==> src/rtl/dsr_pkg.sv <==
/*
  Package for the DRAM refresh / self-refresh device model: command
  encodings, timing counts and the carrier struct for the command pins.
  Assumes a single 100 MHz clock shared with the controller side.
*/
package dsr_pkg;

  // ---------------------------------------------------------------
  // Timing
  // ---------------------------------------------------------------
  localparam int CLK_PERIOD_NS  = 10;
  localparam int T_CKE_NS       = 50;
  localparam int T_CKE_CYC      = (T_CKE_NS + CLK_PERIOD_NS - 1) / CLK_PERIOD_NS;
  localparam int T_RFC_NS       = 110;
  localparam int T_RFC_CYC      = (T_RFC_NS + CLK_PERIOD_NS - 1) / CLK_PERIOD_NS;
  localparam int T_DLLK_CYC     = 512;
  localparam int ROW_ADDR_W     = 14;
  localparam int CNT_W          = 12;

  // ---------------------------------------------------------------
  // Command pins, all active low except cke
  // ---------------------------------------------------------------
  typedef struct packed {
    logic cke;
    logic cs_n;
    logic ras_n;
    logic cas_n;
    logic we_n;
  } dsr_cmd_t;

  typedef enum logic [1:0] {
    DSR_CMD_NONE,
    DSR_CMD_REFRESH,
    DSR_CMD_SR_ENTRY,
    DSR_CMD_SR_EXIT
  } dsr_cmd_kind_t;

  // Decode against previous cke; cke low at edge with CS/RAS/CAS low means entry
  function automatic dsr_cmd_kind_t dsr_decode(input dsr_cmd_t c, input logic cke_prev);
    logic nop;
    nop = c.cs_n | (c.ras_n & c.cas_n & c.we_n);
    if (cke_prev && !c.cke && !c.cs_n && !c.ras_n && !c.cas_n && c.we_n)
      return DSR_CMD_SR_ENTRY;
    else if (cke_prev && c.cke && !c.cs_n && !c.ras_n && !c.cas_n && c.we_n)
      return DSR_CMD_REFRESH;
    else if (!cke_prev && c.cke && nop)
      return DSR_CMD_SR_EXIT;
    else
      return DSR_CMD_NONE;
  endfunction

endpackage
==> src/rtl/dsr_core.sv <==
/*
  Device-side refresh and self-refresh logic of a DDR3 DRAM: decodes
  refresh and self-refresh commands, runs the internal row counter,
  drives the DLL enable and the internal self-refresh timer.
  Assumes the controller keeps its own timing rules; pins are
  synchronous to clk.
*/
`timescale 1ns/100ps
`default_nettype none
// What this block does
// - Self-refresh entry: CS, RAS, CAS, CKE low, WE high at edge.
// - DLL off on self-refresh entry; on exit re-enabled with reset.
// - In self-refresh only CKE and reset pin are heeded.
// - At least one internal refresh within tCKE after entry.
// - Refresh: CS, RAS, CAS low, WE high, CKE high; reissued each time.
// - Rows from internal counter, address ignored, banks left precharged.
module dsr_core
  import dsr_pkg::*;
#(
  parameter int T_CKE    = T_CKE_CYC,
  parameter int T_RFC    = T_RFC_CYC,
  parameter int T_DLLK   = T_DLLK_CYC,
  parameter int ROW_W    = ROW_ADDR_W
) (
  input  wire logic             clk,
  input  wire logic             nrst,
  input  wire dsr_cmd_t         cmd,
  input  wire logic             termination_control_pin,
  output logic                  in_self_refresh,
  output logic                  refresh_busy,
  output logic                  refresh_strobe,
  output logic [ROW_W-1:0]      refresh_row,
  output logic                  dll_enable,
  output logic                  dll_reset,
  output logic                  dll_locked,
  output logic                  banks_precharged,
  output logic                  termination_on
);

  // ---------------------------------------------------------------
  // State
  // ---------------------------------------------------------------
  typedef enum logic [1:0] {DSR_IDLE, DSR_SELF, DSR_RELOCK} dsr_state_t;

  dsr_state_t            st_q, st_d;
  logic                  cke_q;
  logic [ROW_W-1:0]      row_q, row_d;
  logic [CNT_W-1:0]      sr_tmr_q, sr_tmr_d;
  logic                  strobe_q, strobe_d;
  logic                  dll_rst_q, dll_rst_d;
  logic                  term_q, term_d;
  dsr_cmd_kind_t         kind;
  logic                  rfc_load, rfc_busy, dll_load, dll_busy;

  // Entry is decided with CKE low, so the previous CKE is kept
  assign kind = dsr_decode(cmd, cke_q);

  // ---------------------------------------------------------------
  // Next state
  // ---------------------------------------------------------------
  always_comb begin
    st_d      = st_q;
    row_d     = row_q;
    sr_tmr_d  = sr_tmr_q;
    strobe_d  = 1'b0;
    dll_rst_d = 1'b0;
    term_d    = 1'b0;
    rfc_load  = 1'b0;
    dll_load  = 1'b0;
    case (st_q)
      DSR_IDLE, DSR_RELOCK: begin
        if (st_q == DSR_RELOCK && !dll_busy)
          st_d = DSR_IDLE;
        if (kind == DSR_CMD_REFRESH) begin
          // Address pins not looked at: row comes from the counter
          strobe_d = 1'b1;
          row_d    = row_q + ROW_W'(1);
          rfc_load = 1'b1;
        end else if (kind == DSR_CMD_SR_ENTRY) begin
          st_d     = DSR_SELF;
          // First internal refresh lands T_CKE cycles after entry, right at tCKE
          sr_tmr_d = CNT_W'(T_CKE - 1);
        end
        // Termination follows the pin only with the DLL locked
        term_d = termination_control_pin && st_q == DSR_IDLE;
      end
      DSR_SELF: begin
        // Every pin but CKE ignored here
        if (sr_tmr_q == '0) begin
          strobe_d = 1'b1;
          row_d    = row_q + ROW_W'(1);
          rfc_load = 1'b1;
          sr_tmr_d = CNT_W'(T_CKE - 1);
        end else begin
          sr_tmr_d = sr_tmr_q - CNT_W'(1);
        end
        if (cmd.cke) begin
          st_d      = DSR_RELOCK;
          dll_rst_d = 1'b1;
          dll_load  = 1'b1;
        end
      end
      default: st_d = DSR_IDLE;
    endcase
  end

  // ---------------------------------------------------------------
  // Registers
  // ---------------------------------------------------------------
  always_ff @(posedge clk) begin
    if (!nrst) begin
      st_q      <= DSR_IDLE;
      cke_q     <= 1'b0;
      row_q     <= '0;
      sr_tmr_q  <= '0;
      strobe_q  <= 1'b0;
      dll_rst_q <= 1'b0;
      term_q    <= 1'b0;
    end else begin
      st_q      <= st_d;
      cke_q     <= cmd.cke;
      row_q     <= row_d;
      sr_tmr_q  <= sr_tmr_d;
      strobe_q  <= strobe_d;
      dll_rst_q <= dll_rst_d;
      term_q    <= term_d;
    end
  end

  dsr_count #(.W(CNT_W)) u_rfc (
    .clk   (clk),
    .nrst  (nrst),
    .load  (rfc_load),
    .value (CNT_W'(T_RFC)),
    .busy  (rfc_busy)
  );

  dsr_count #(.W(CNT_W)) u_dll (
    .clk   (clk),
    .nrst  (nrst),
    .load  (dll_load),
    .value (CNT_W'(T_DLLK)),
    .busy  (dll_busy)
  );

  // ---------------------------------------------------------------
  // Outputs, all from flip-flops
  // ---------------------------------------------------------------
  logic busy_q, lock_q, sr_q, pre_q, dll_en_q;
  always_ff @(posedge clk) begin
    if (!nrst) begin
      busy_q   <= 1'b0;
      lock_q   <= 1'b0;
      sr_q     <= 1'b0;
      pre_q    <= 1'b1;
      dll_en_q <= 1'b1;
    end else begin
      busy_q   <= rfc_busy | rfc_load;
      lock_q   <= st_d == DSR_IDLE;
      sr_q     <= st_d == DSR_SELF;
      pre_q    <= !(rfc_busy | rfc_load);
      dll_en_q <= st_d != DSR_SELF;
    end
  end

  assign in_self_refresh  = sr_q;
  assign refresh_busy     = busy_q;
  assign refresh_strobe   = strobe_q;
  assign refresh_row      = row_q;
  assign dll_enable       = dll_en_q;
  assign dll_reset        = dll_rst_q;
  assign dll_locked       = lock_q;
  assign banks_precharged = pre_q;
  assign termination_on   = term_q;

endmodule // dsr_core
`default_nettype wire

==> src/rtl/dsr_count.sv <==
/*
  Down counter with load, used for refresh busy time and DLL relock.
  Assumes load is synchronous to clk.
*/
`timescale 1ns/100ps
`default_nettype none
module dsr_count #(
  parameter int W = 12
) (
  input  wire logic         clk,
  input  wire logic         nrst,
  input  wire logic         load,
  input  wire logic [W-1:0] value,
  output logic              busy
);
  logic [W-1:0] cnt_q;
  logic [W-1:0] cnt_d;

  always_comb begin
    cnt_d = cnt_q;
    if (load)
      cnt_d = value;
    else if (cnt_q != '0)
      cnt_d = cnt_q - W'(1);
  end

  always_ff @(posedge clk) begin
    if (!nrst)
      cnt_q <= '0;
    else
      cnt_q <= cnt_d;
  end

  assign busy = (cnt_q != '0);
endmodule // dsr_count
`default_nettype wire

==> config.mk <==
export PLATFORM = sky130hd
export DESIGN_NAME = dsr_core
export DESIGN_NICKNAME = d
export VERILOG_FILES = /design/src/rtl/dsr_pkg.sv /design/src/rtl/dsr_core.sv /design/src/rtl/dsr_count.sv
export SDC_FILE = /design/constraint.sdc
export NUM_CORES = 1
export LEC_CHECK = 0
export BUFFER_PORTS_ARGS = -buffer_cell sky130_fd_sc_hd__buf_2
export CORE_MARGIN = 2
export CORE_UTILIZATION = 40
export DETAILED_ROUTE_END_ITERATION = 7
export PLACE_DENSITY_LB_ADDON = 0.25
export SLEW_MARGIN = 10
export SYNTH_ARGS = -nofsm -noshare
export SYNTH_HDL_FRONTEND = slang
export SYNTH_SLANG_ARGS = --single-unit
export TNS_END_PERCENT = 5
==> constraint.sdc <==
create_clock -name clk -period 3.2 [get_ports clk]
set_input_delay 0.48 -clock clk [delete_from_list [all_inputs] [get_ports clk]]
set_output_delay 0.48 -clock clk [all_outputs]
set_load 0.005 [all_outputs]
==> results of run 1 <==
path summary, 6_finish.rpt:
path | start | endpoint | slack, ps | depth (start not counted)
min reg2reg | refresh_row[13]$_SDFFE_PN0P_ | refresh_row[13]$_SDFFE_PN0P_ | 470 | 2
max | sr_tmr_q[0]$_SDFFE_PN0P_ | refresh_row[12]$_SDFFE_PN0P_ | 980 | 7
max reg2reg | sr_tmr_q[0]$_SDFFE_PN0P_ | refresh_row[12]$_SDFFE_PN0P_ | 980 | 7
min | termination_control_pin | termination_on$_SDFF_PN0_ | 390 | 3
metrics by stage:
step	hold WS, ps	power, uW	cells	area (um2)
6_report	385.2	2409	483	3486
5_1_grt	375.9	2604	483	3486
4_1_cts	382.7	2419	483	3486
3_5_place_dp	464.9	1731	467	3293
3_3_place_gp	451.4	1706	467	3293
2_1_floorplan	444.2	1579	349	3063
registers in the layout, indices dropped and copies added (netlist names):
| signal | count |
|---|---|
| refresh_busy | 1 |
| u_dll.cnt_q | 12 |
| st_q | 2 |
| sr_tmr_q | 12 |
| dll_reset | 1 |
| refresh_row | 14 |
| banks_precharged | 1 |
| u_rfc.cnt_q | 12 |
| refresh_strobe | 1 |
| dll_enable | 1 |
| dll_locked | 1 |
| termination_on | 1 |
| cke_q | 1 |
| in_self_refresh | 1 |
placed cells by master (no fill, tap or decap), drive strengths merged, types with 2 or more instances in the layout:
cell      n
a311oi    2
nor2b     4
or4       9
or2       2
clkinv    2
o31ai     7
xnor2     6
nor2     23
nor4      8
dfxtp    61
inv      16
a21oi    27
nand2    34
ha        5
o21a      4
mux2i    15
nor3     10
o21ai    11
a31oi     5
nor3b     2
nand3b    2
clkbuf   12
nand3    18
a211o     2
or3       4
a211oi    6
nor4b     2
nand4    10
buf      32
and4      2
o211ai    2
nand2b   14
and3      6
a2111oi   3
area by class of cell:
type | count | area [um2]
clock inverter | 4 | 47.55
timing repair buffer | 32 | 167.7
sequential | 61 | 1221
tap | 99 | 123.9
fill | 712 | 3845
inverter | 16 | 60.06
clock buffer | 12 | 145.1
multi-input combinational | 259 | 1720
synthesized netlist by cell type (7+ instances only):
| cell | number | area [um2] |
|---|---|---|
| o21ai_0 | 10 | 50.05 |
| o31ai_1 | 7 | 52.55 |
| nand2b_1 | 14 | 87.58 |
| clkbuf_1 | 10 | 37.54 |
| or4_1 | 9 | 67.56 |
| dfxtp_1 | 61 | 1221 |
| nor2_1 | 23 | 86.33 |
| nand2_1 | 34 | 127.6 |
| mux2i_1 | 15 | 150.1 |
| nor3_1 | 9 | 45.04 |
| inv_1 | 16 | 60.06 |
| nand3_1 | 18 | 90.09 |
| nand4_1 | 8 | 50.05 |
| a21oi_1 | 27 | 135.1 |
routing by layer:
layer | vias to the layer above | global-route usage, % | routed length, um
met4 | 0 | 6.439 | 103
met3 | 10 | 4.896 | 278
met5 | - | 0 | 0
li1 | 1351 | - | -
met1 | 1244 | 23.82 | 3286
met2 | 58 | 25.55 | 2940
power by group:
part / internal [uW] / total (uW) / switching (uW) / leakage, uW
sequential: 877 / 990 / 113 / 0.000497
combinational: 324 / 736 / 412 / 0.000750
clock: 379 / 683 / 304 / 0.0000964
logic make-up (layout without fill, tap and decap cells):
kind of cell / Yosys count / after routing / synth area share, %
adders and majority gates: 5 / 5 / 2.042
AOI/OAI and AO/OA: 78 / 78 / 18.06
and+or+nand+nor: 154 / 154 / 29.17
xor gates and xnor gates: 7 / 7 / 2.002
DFF: 61 / 61 / 39.87
buffers and inverters: 29 / 64 / 3.963
muxes: 15 / 15 / 4.902
worst register-to-register path, delay by kind of cell, from the launching register on:
family | cells | cell delay, ps
and+or+nand+nor | 2 | 570
AOI/OAI and AO/OA | 1 | 520
DFF | 1 | 330
buffers and inverters | 2 | 300
adders and majority gates | 1 | 220
muxes | 1 | 210
==> qor.yml, run 1 <==
outcome:
  status: "completed"
cts:
  numCtsBuffers: 9
  htree_levels: 3
  cts_resized: 0
  clkLatencyLatePin_ps: 340
  post_cts_buffers: 0
  clk_pin_slew_ps: 70
  cts.sinks: 61
  cts_buffer_depth: 2
  cts_hold_buf: 0
  cts-root-buf: "clkbuf_8"
  cts_tree: "done"
route:
  drt_iter0_markers: 173
  viasPerCell: 5.513
  route.detailed.drc: 0
  drtAntennaViolNets: 0
  routedWlPerCell_um: 13.68
  vias: 2663
  drt_wl_total_mm: 6.608
  drtPass1Iterations: 4
power_and_ir_drop:
  power_density_nw_per_um2: 691.0
  cellLeakagePower_uw: 0.001343
  irDropWorstVdd_mv: 0.3591
die:
  initial_utilization_pct: 41.78
  fp-row-count: 31
  dieWidth_um: 91.51
  boundaryPins: 30
  die-area_um2: 8373
  die_h_um: 91.51
  core_area_um2: 7331
global_route:
  grt_pass1_vias: 2420
  track_usage_pct: 17.29
  antenna_found_initial: 0
  grt_overflow: 0
  grt_pass1_wl_mm: 11.67
  grt_max_degree: 22
synth:
  synthCells: 349
  async_flop_share_pct: 0
  synth_flop_cell: "dfxtp_1"
  yosysSeqAreaShare_pct: 39.87
  postSynthAreaPerCell_um2: 8.776
  synth.distinct_cells: 59
  ys.warnings.count: 0
  ys_ff_latch: 61
  syn_nets: 362
  synth_edf_count: 0
  syn_area_um2: 3063
finish:
  final_nets: 392
  syn_to_final_growth_pct: 13.81
  diodes: 0
  drive_gt1_share_pct: 17.19
  fin_util_pct: 47.55
worst_setup_path:
  path_delay_family: "simple AND/OR/NAND/NOR gates"
  critPathKind: "reg2reg"
  arrival_ps: 2490
  max_stage_delay_ps: 520
  critical_path.startpoint_type: "flip-flop"
  required_ps: 3470
  path_buf_inv: 2
  path_cells: "inv_1, ha_1, nor4b_4, buf_4, nand4_2, a2111oi_2, mux2i_1"
  endpoint_kind: "flip-flop"
  cpMaxStageDelayCell: "a2111oi_2"
  crit_path_max_fanout: 12
placed_design:
  io_buffers: 29
  gp_congestion: 0.8098
  hpwl_mm: 4.643
  dp_slack_ps: 837.5
hold_path:
  min_path_type: "in2reg"
timing:
  slew_viol_final: 0
  rsz0062_at_grt: "false"
  max_freq_ghz: 0.4502
  hold_viol: 0
  finalCriticalPeriod_ps: 2221
  skew_ps: 14.63
  slew_headroom_pct: 58.17
  worstMarginPinSlew_ps: 625.7
  worst_slack_ps: 978.8
  setup_violations: 0
  fin_crit_sh_pct: 69.41
  setup_tns_ps: 0
run:
  cap_violations: 0
No activity file was read; power rests on OpenSTA's default activity.
==> inputs of run 2 (changes only) <==
==> constraint.sdc (replaced) <==
create_clock -name clk -period 2.1 [get_ports clk]
set_input_delay 0.315 -clock clk [delete_from_list [all_inputs] [get_ports clk]]
set_output_delay 0.315 -clock clk [all_outputs]
set_load 0.005 [all_outputs]
==> qor.yml, run 2 (same netlist as run 1, synthesis figures left out) <==
power_and_ir_drop:
  comb_power_share_pct: 29.7  # -0.9 points
  cellLeakagePower_uw: 0.001401  # +4.3%
  power.switching_uw: 1294  # +56%
  power_frac_seq_pct: 39.3  # -1.8 points
  clkPwrFrac_pct: 31.0  # +2.6 points
  p_total_uw: 3830  # +59%
  power.internal_uw: 2536  # +61%
  irDropWorstVdd_mv: 0.4582  # +28%
  power_density_nw_per_um2: 1068  # +55%
  switching_share_pct: 33.79  # -0.65 points
worst_setup_path:
  reg2reg_to: "u_dll.cnt_q[6]$_SDFFE_PP0P_"
  worst-r2r-cell-count: 5  # -2
  path_cells: "inv_1, ha_1, or4b_2, or4_1, a21oi_1"
  critPathKind: "reg2reg"
  r2r_slack_ps: 130  # -840 ps
  path_delay_family: "simple AND/OR/NAND/NOR gates"
  critical_path.startpoint_type: "flip-flop"
  endpoint_kind: "flip-flop"
  arrival_ps: 2240  # -250 ps
  cpMaxStageDelayCell: "or4b_2"
  required_ps: 2380  # -1090 ps
  crit_path_max_fanout: 5  # -7
  max_stage_delay_ps: 650  # +130 ps
  r2r-start: "u_dll.cnt_q[0]$_SDFFE_PP0P_"
  path_buf_inv: 1  # -1
die:
  fp-row-count: 31  # unchanged
  boundaryPins: 30  # unchanged
  dieWidth_um: 91.51  # unchanged
  die_h_um: 91.51  # unchanged
  initial_utilization_pct: 41.78  # unchanged
  core_area_um2: 7331  # unchanged
  die-area_um2: 8373  # unchanged
global_route:
  grt_overflow: 0  # unchanged
  grt_pass1_wl_mm: 11.35  # -2.7%
  grt_max_degree: 33  # +50%
  antenna_found_initial: 0  # unchanged
  track_usage_pct: 16.54  # -0.75 points
  grt_pass1_vias: 2472  # +2.1%
route:
  route.met2.wl_mm: 3.094  # +5.2%
  drt-met1-wl_mm: 3.274  # -0.37%
  drtAntennaViolNets: 0  # unchanged
  drtPass1Iterations: 4  # unchanged
  drt_iter0_markers: 119  # -31%
  drt_wl_total_mm: 6.712  # +1.6%
  wl_met3_um: 229  # -18%
  routed.top_layer: "met4"
  route.detailed.drc: 0  # unchanged
  routedWlPerCell_um: 13.64  # -0.28%
  vias: 2668  # +0.19%
  viasPerCell: 5.423  # -1.6%
timing:
  whs_ps: 219.7  # -165.5 ps
  skew_ps: 7.311  # -7.319 ps
  slew_headroom_pct: 54.24  # -3.9 points
  slew_viol_final: 0  # unchanged
  fin_crit_sh_pct: 93.58  # +24 points
  hold_viol: 0  # unchanged
  rsz0062_at_grt: "false"
  worst_slack_ps: 134.9  # -843.9 ps
  setup_tns_ps: 0  # unchanged
  finalCriticalPeriod_ps: 1965  # -256.1 ps
  worstMarginPinSlew_ps: 681.8  # +56.11 ps
  max_freq_ghz: 0.5089  # +13%
  setup_violations: 0  # unchanged
finish:
  drive_gt1_share_pct: 19.59  # +2.4 points
  syn_to_final_growth_pct: 17.08
  diodes: 0  # unchanged
  final_common_cell: "dfxtp_1"
  final_nets: 401  # +2.3%
  fillers: 693  # -2.7%
  final_cell_mix: "dfxtp_1, nand2_1, buf_2"
  largest_register_ffs: 14  # unchanged
  final_cells: 492  # +1.9%
outcome:
  status: "completed"
hold_path:
  min_from: "termination_control_pin"
  whs_path_depth: 3  # unchanged
  min_to: "termination_on$_SDFF_PN0_"
  min_path_type: "in2reg"
placed_design:
  dp_cells: 476  # +1.9%
  io_buffers: 29  # unchanged
  dp_slack_ps: 161.0  # -676.5 ps
  hpwl_mm: 4.807  # +3.5%
  gp_congestion: 0.8330  # +2.9%
cts:
  cts.sinks: 61  # unchanged
  cts-root-buf: "clkbuf_8"
  cts_buffer_depth: 2  # unchanged
  clk_pin_slew_ps: 80  # about the same
  clkLatencyLatePin_ps: 340  # about the same
  numCtsBuffers: 9  # unchanged
  htree_levels: 3  # unchanged
  cts_tree: "done"
run:
  cap_violations: 0  # unchanged
==> run 2: cell types whose count changed in the layout (fill, tap and decap cells not counted) <==
cell,change
a2111oi_0,-1
a2111oi_1,+1
buf_4,+9
bufinv_16,+1
clkbuf_1,-2
clkinv_4,+1
==> run 2: worst reg2reg max path: cells and delay by family (launching register included) <==
kind            cells  cell delay [ps]
flops               1              360
buf+inv             1              100
fa+ha+maj           1              220
compound gates      1              140
simple gates        2             1080
==> run 2: worst max-delay path by stage <==
stage	from	endpoint	slack [ps]	depth (start not counted)
after global routing	sr_tmr_q[0]$_SDFFE_PN0P_	refresh_row[13]$_SDFFE_PN0P_	20	7
after floorplan	sr_tmr_q[0]$_SDFFE_PN0P_	refresh_row[10]$_SDFFE_PN0P_	190	7
after CTS	u_dll.cnt_q[0]$_SDFFE_PP0P_	u_dll.cnt_q[6]$_SDFFE_PP0P_	140	5
after detailed placement	u_rfc.cnt_q[0]$_SDFFE_PN0N_	u_rfc.cnt_q[6]$_SDFFE_PP0P_	160	6
after global placement	u_rfc.cnt_q[0]$_SDFFE_PN0N_	u_rfc.cnt_q[6]$_SDFFE_PP0P_	180	6
final	u_dll.cnt_q[0]$_SDFFE_PP0P_	u_dll.cnt_q[6]$_SDFFE_PP0P_	130	5
==> run 2: layer usage <==
| metal | track usage (%) | up-vias |
|---|---|---|
| met5 | 0 | - |
| met4 | 7.197 | 0 |
| met1 | 21.83 | 1242 |
| met3 | 2.822 | 10 |
| met2 | 26.47 | 43 |
| li1 | - | 1373 |
==> run 2: through the flow <==
stage / util [%] / area [um2]
floorplan: - / 3063
global placement: 45.84 / 3361
detailed placement: 45.84 / 3361
CTS: 48.90 / 3585
global route: 48.92 / 3586
finish: 48.92 / 3586
==> run 2: layout make-up <==
type / count / area, um2 / area share, %
Multi-Input combinational cell: 259 / 1722 / 48.01
Sequential cell: 61 / 1221 / 34.05
Timing Repair Buffer: 41 / 235.2 / 6.560
Clock buffer: 10 / 137.6 / 3.838
Tap cell: 99 / 123.9 / 3.454
Clock inverter: 6 / 86.33 / 2.408
Inverter: 16 / 60.06 / 1.675
==> run 2: power groups by stage <==
stage               clock network (uW)  logic (uW)  registers, uW
floorplan                            0         916           1490
global placement                     0        1090           1520
detailed placement                   0        1120           1520
CTS                               1210        1130           1500
global route                      1260        1290           1530
finish                            1190        1140           1510
==> run 2: what timing repair did <==
item / 4_1_cts / 5_1_grt
hold buffers: 0 / 0
setup endpoints to repair: 0 / 1
gates resized for setup: 0 / 1
setup buffers: 0 / 0
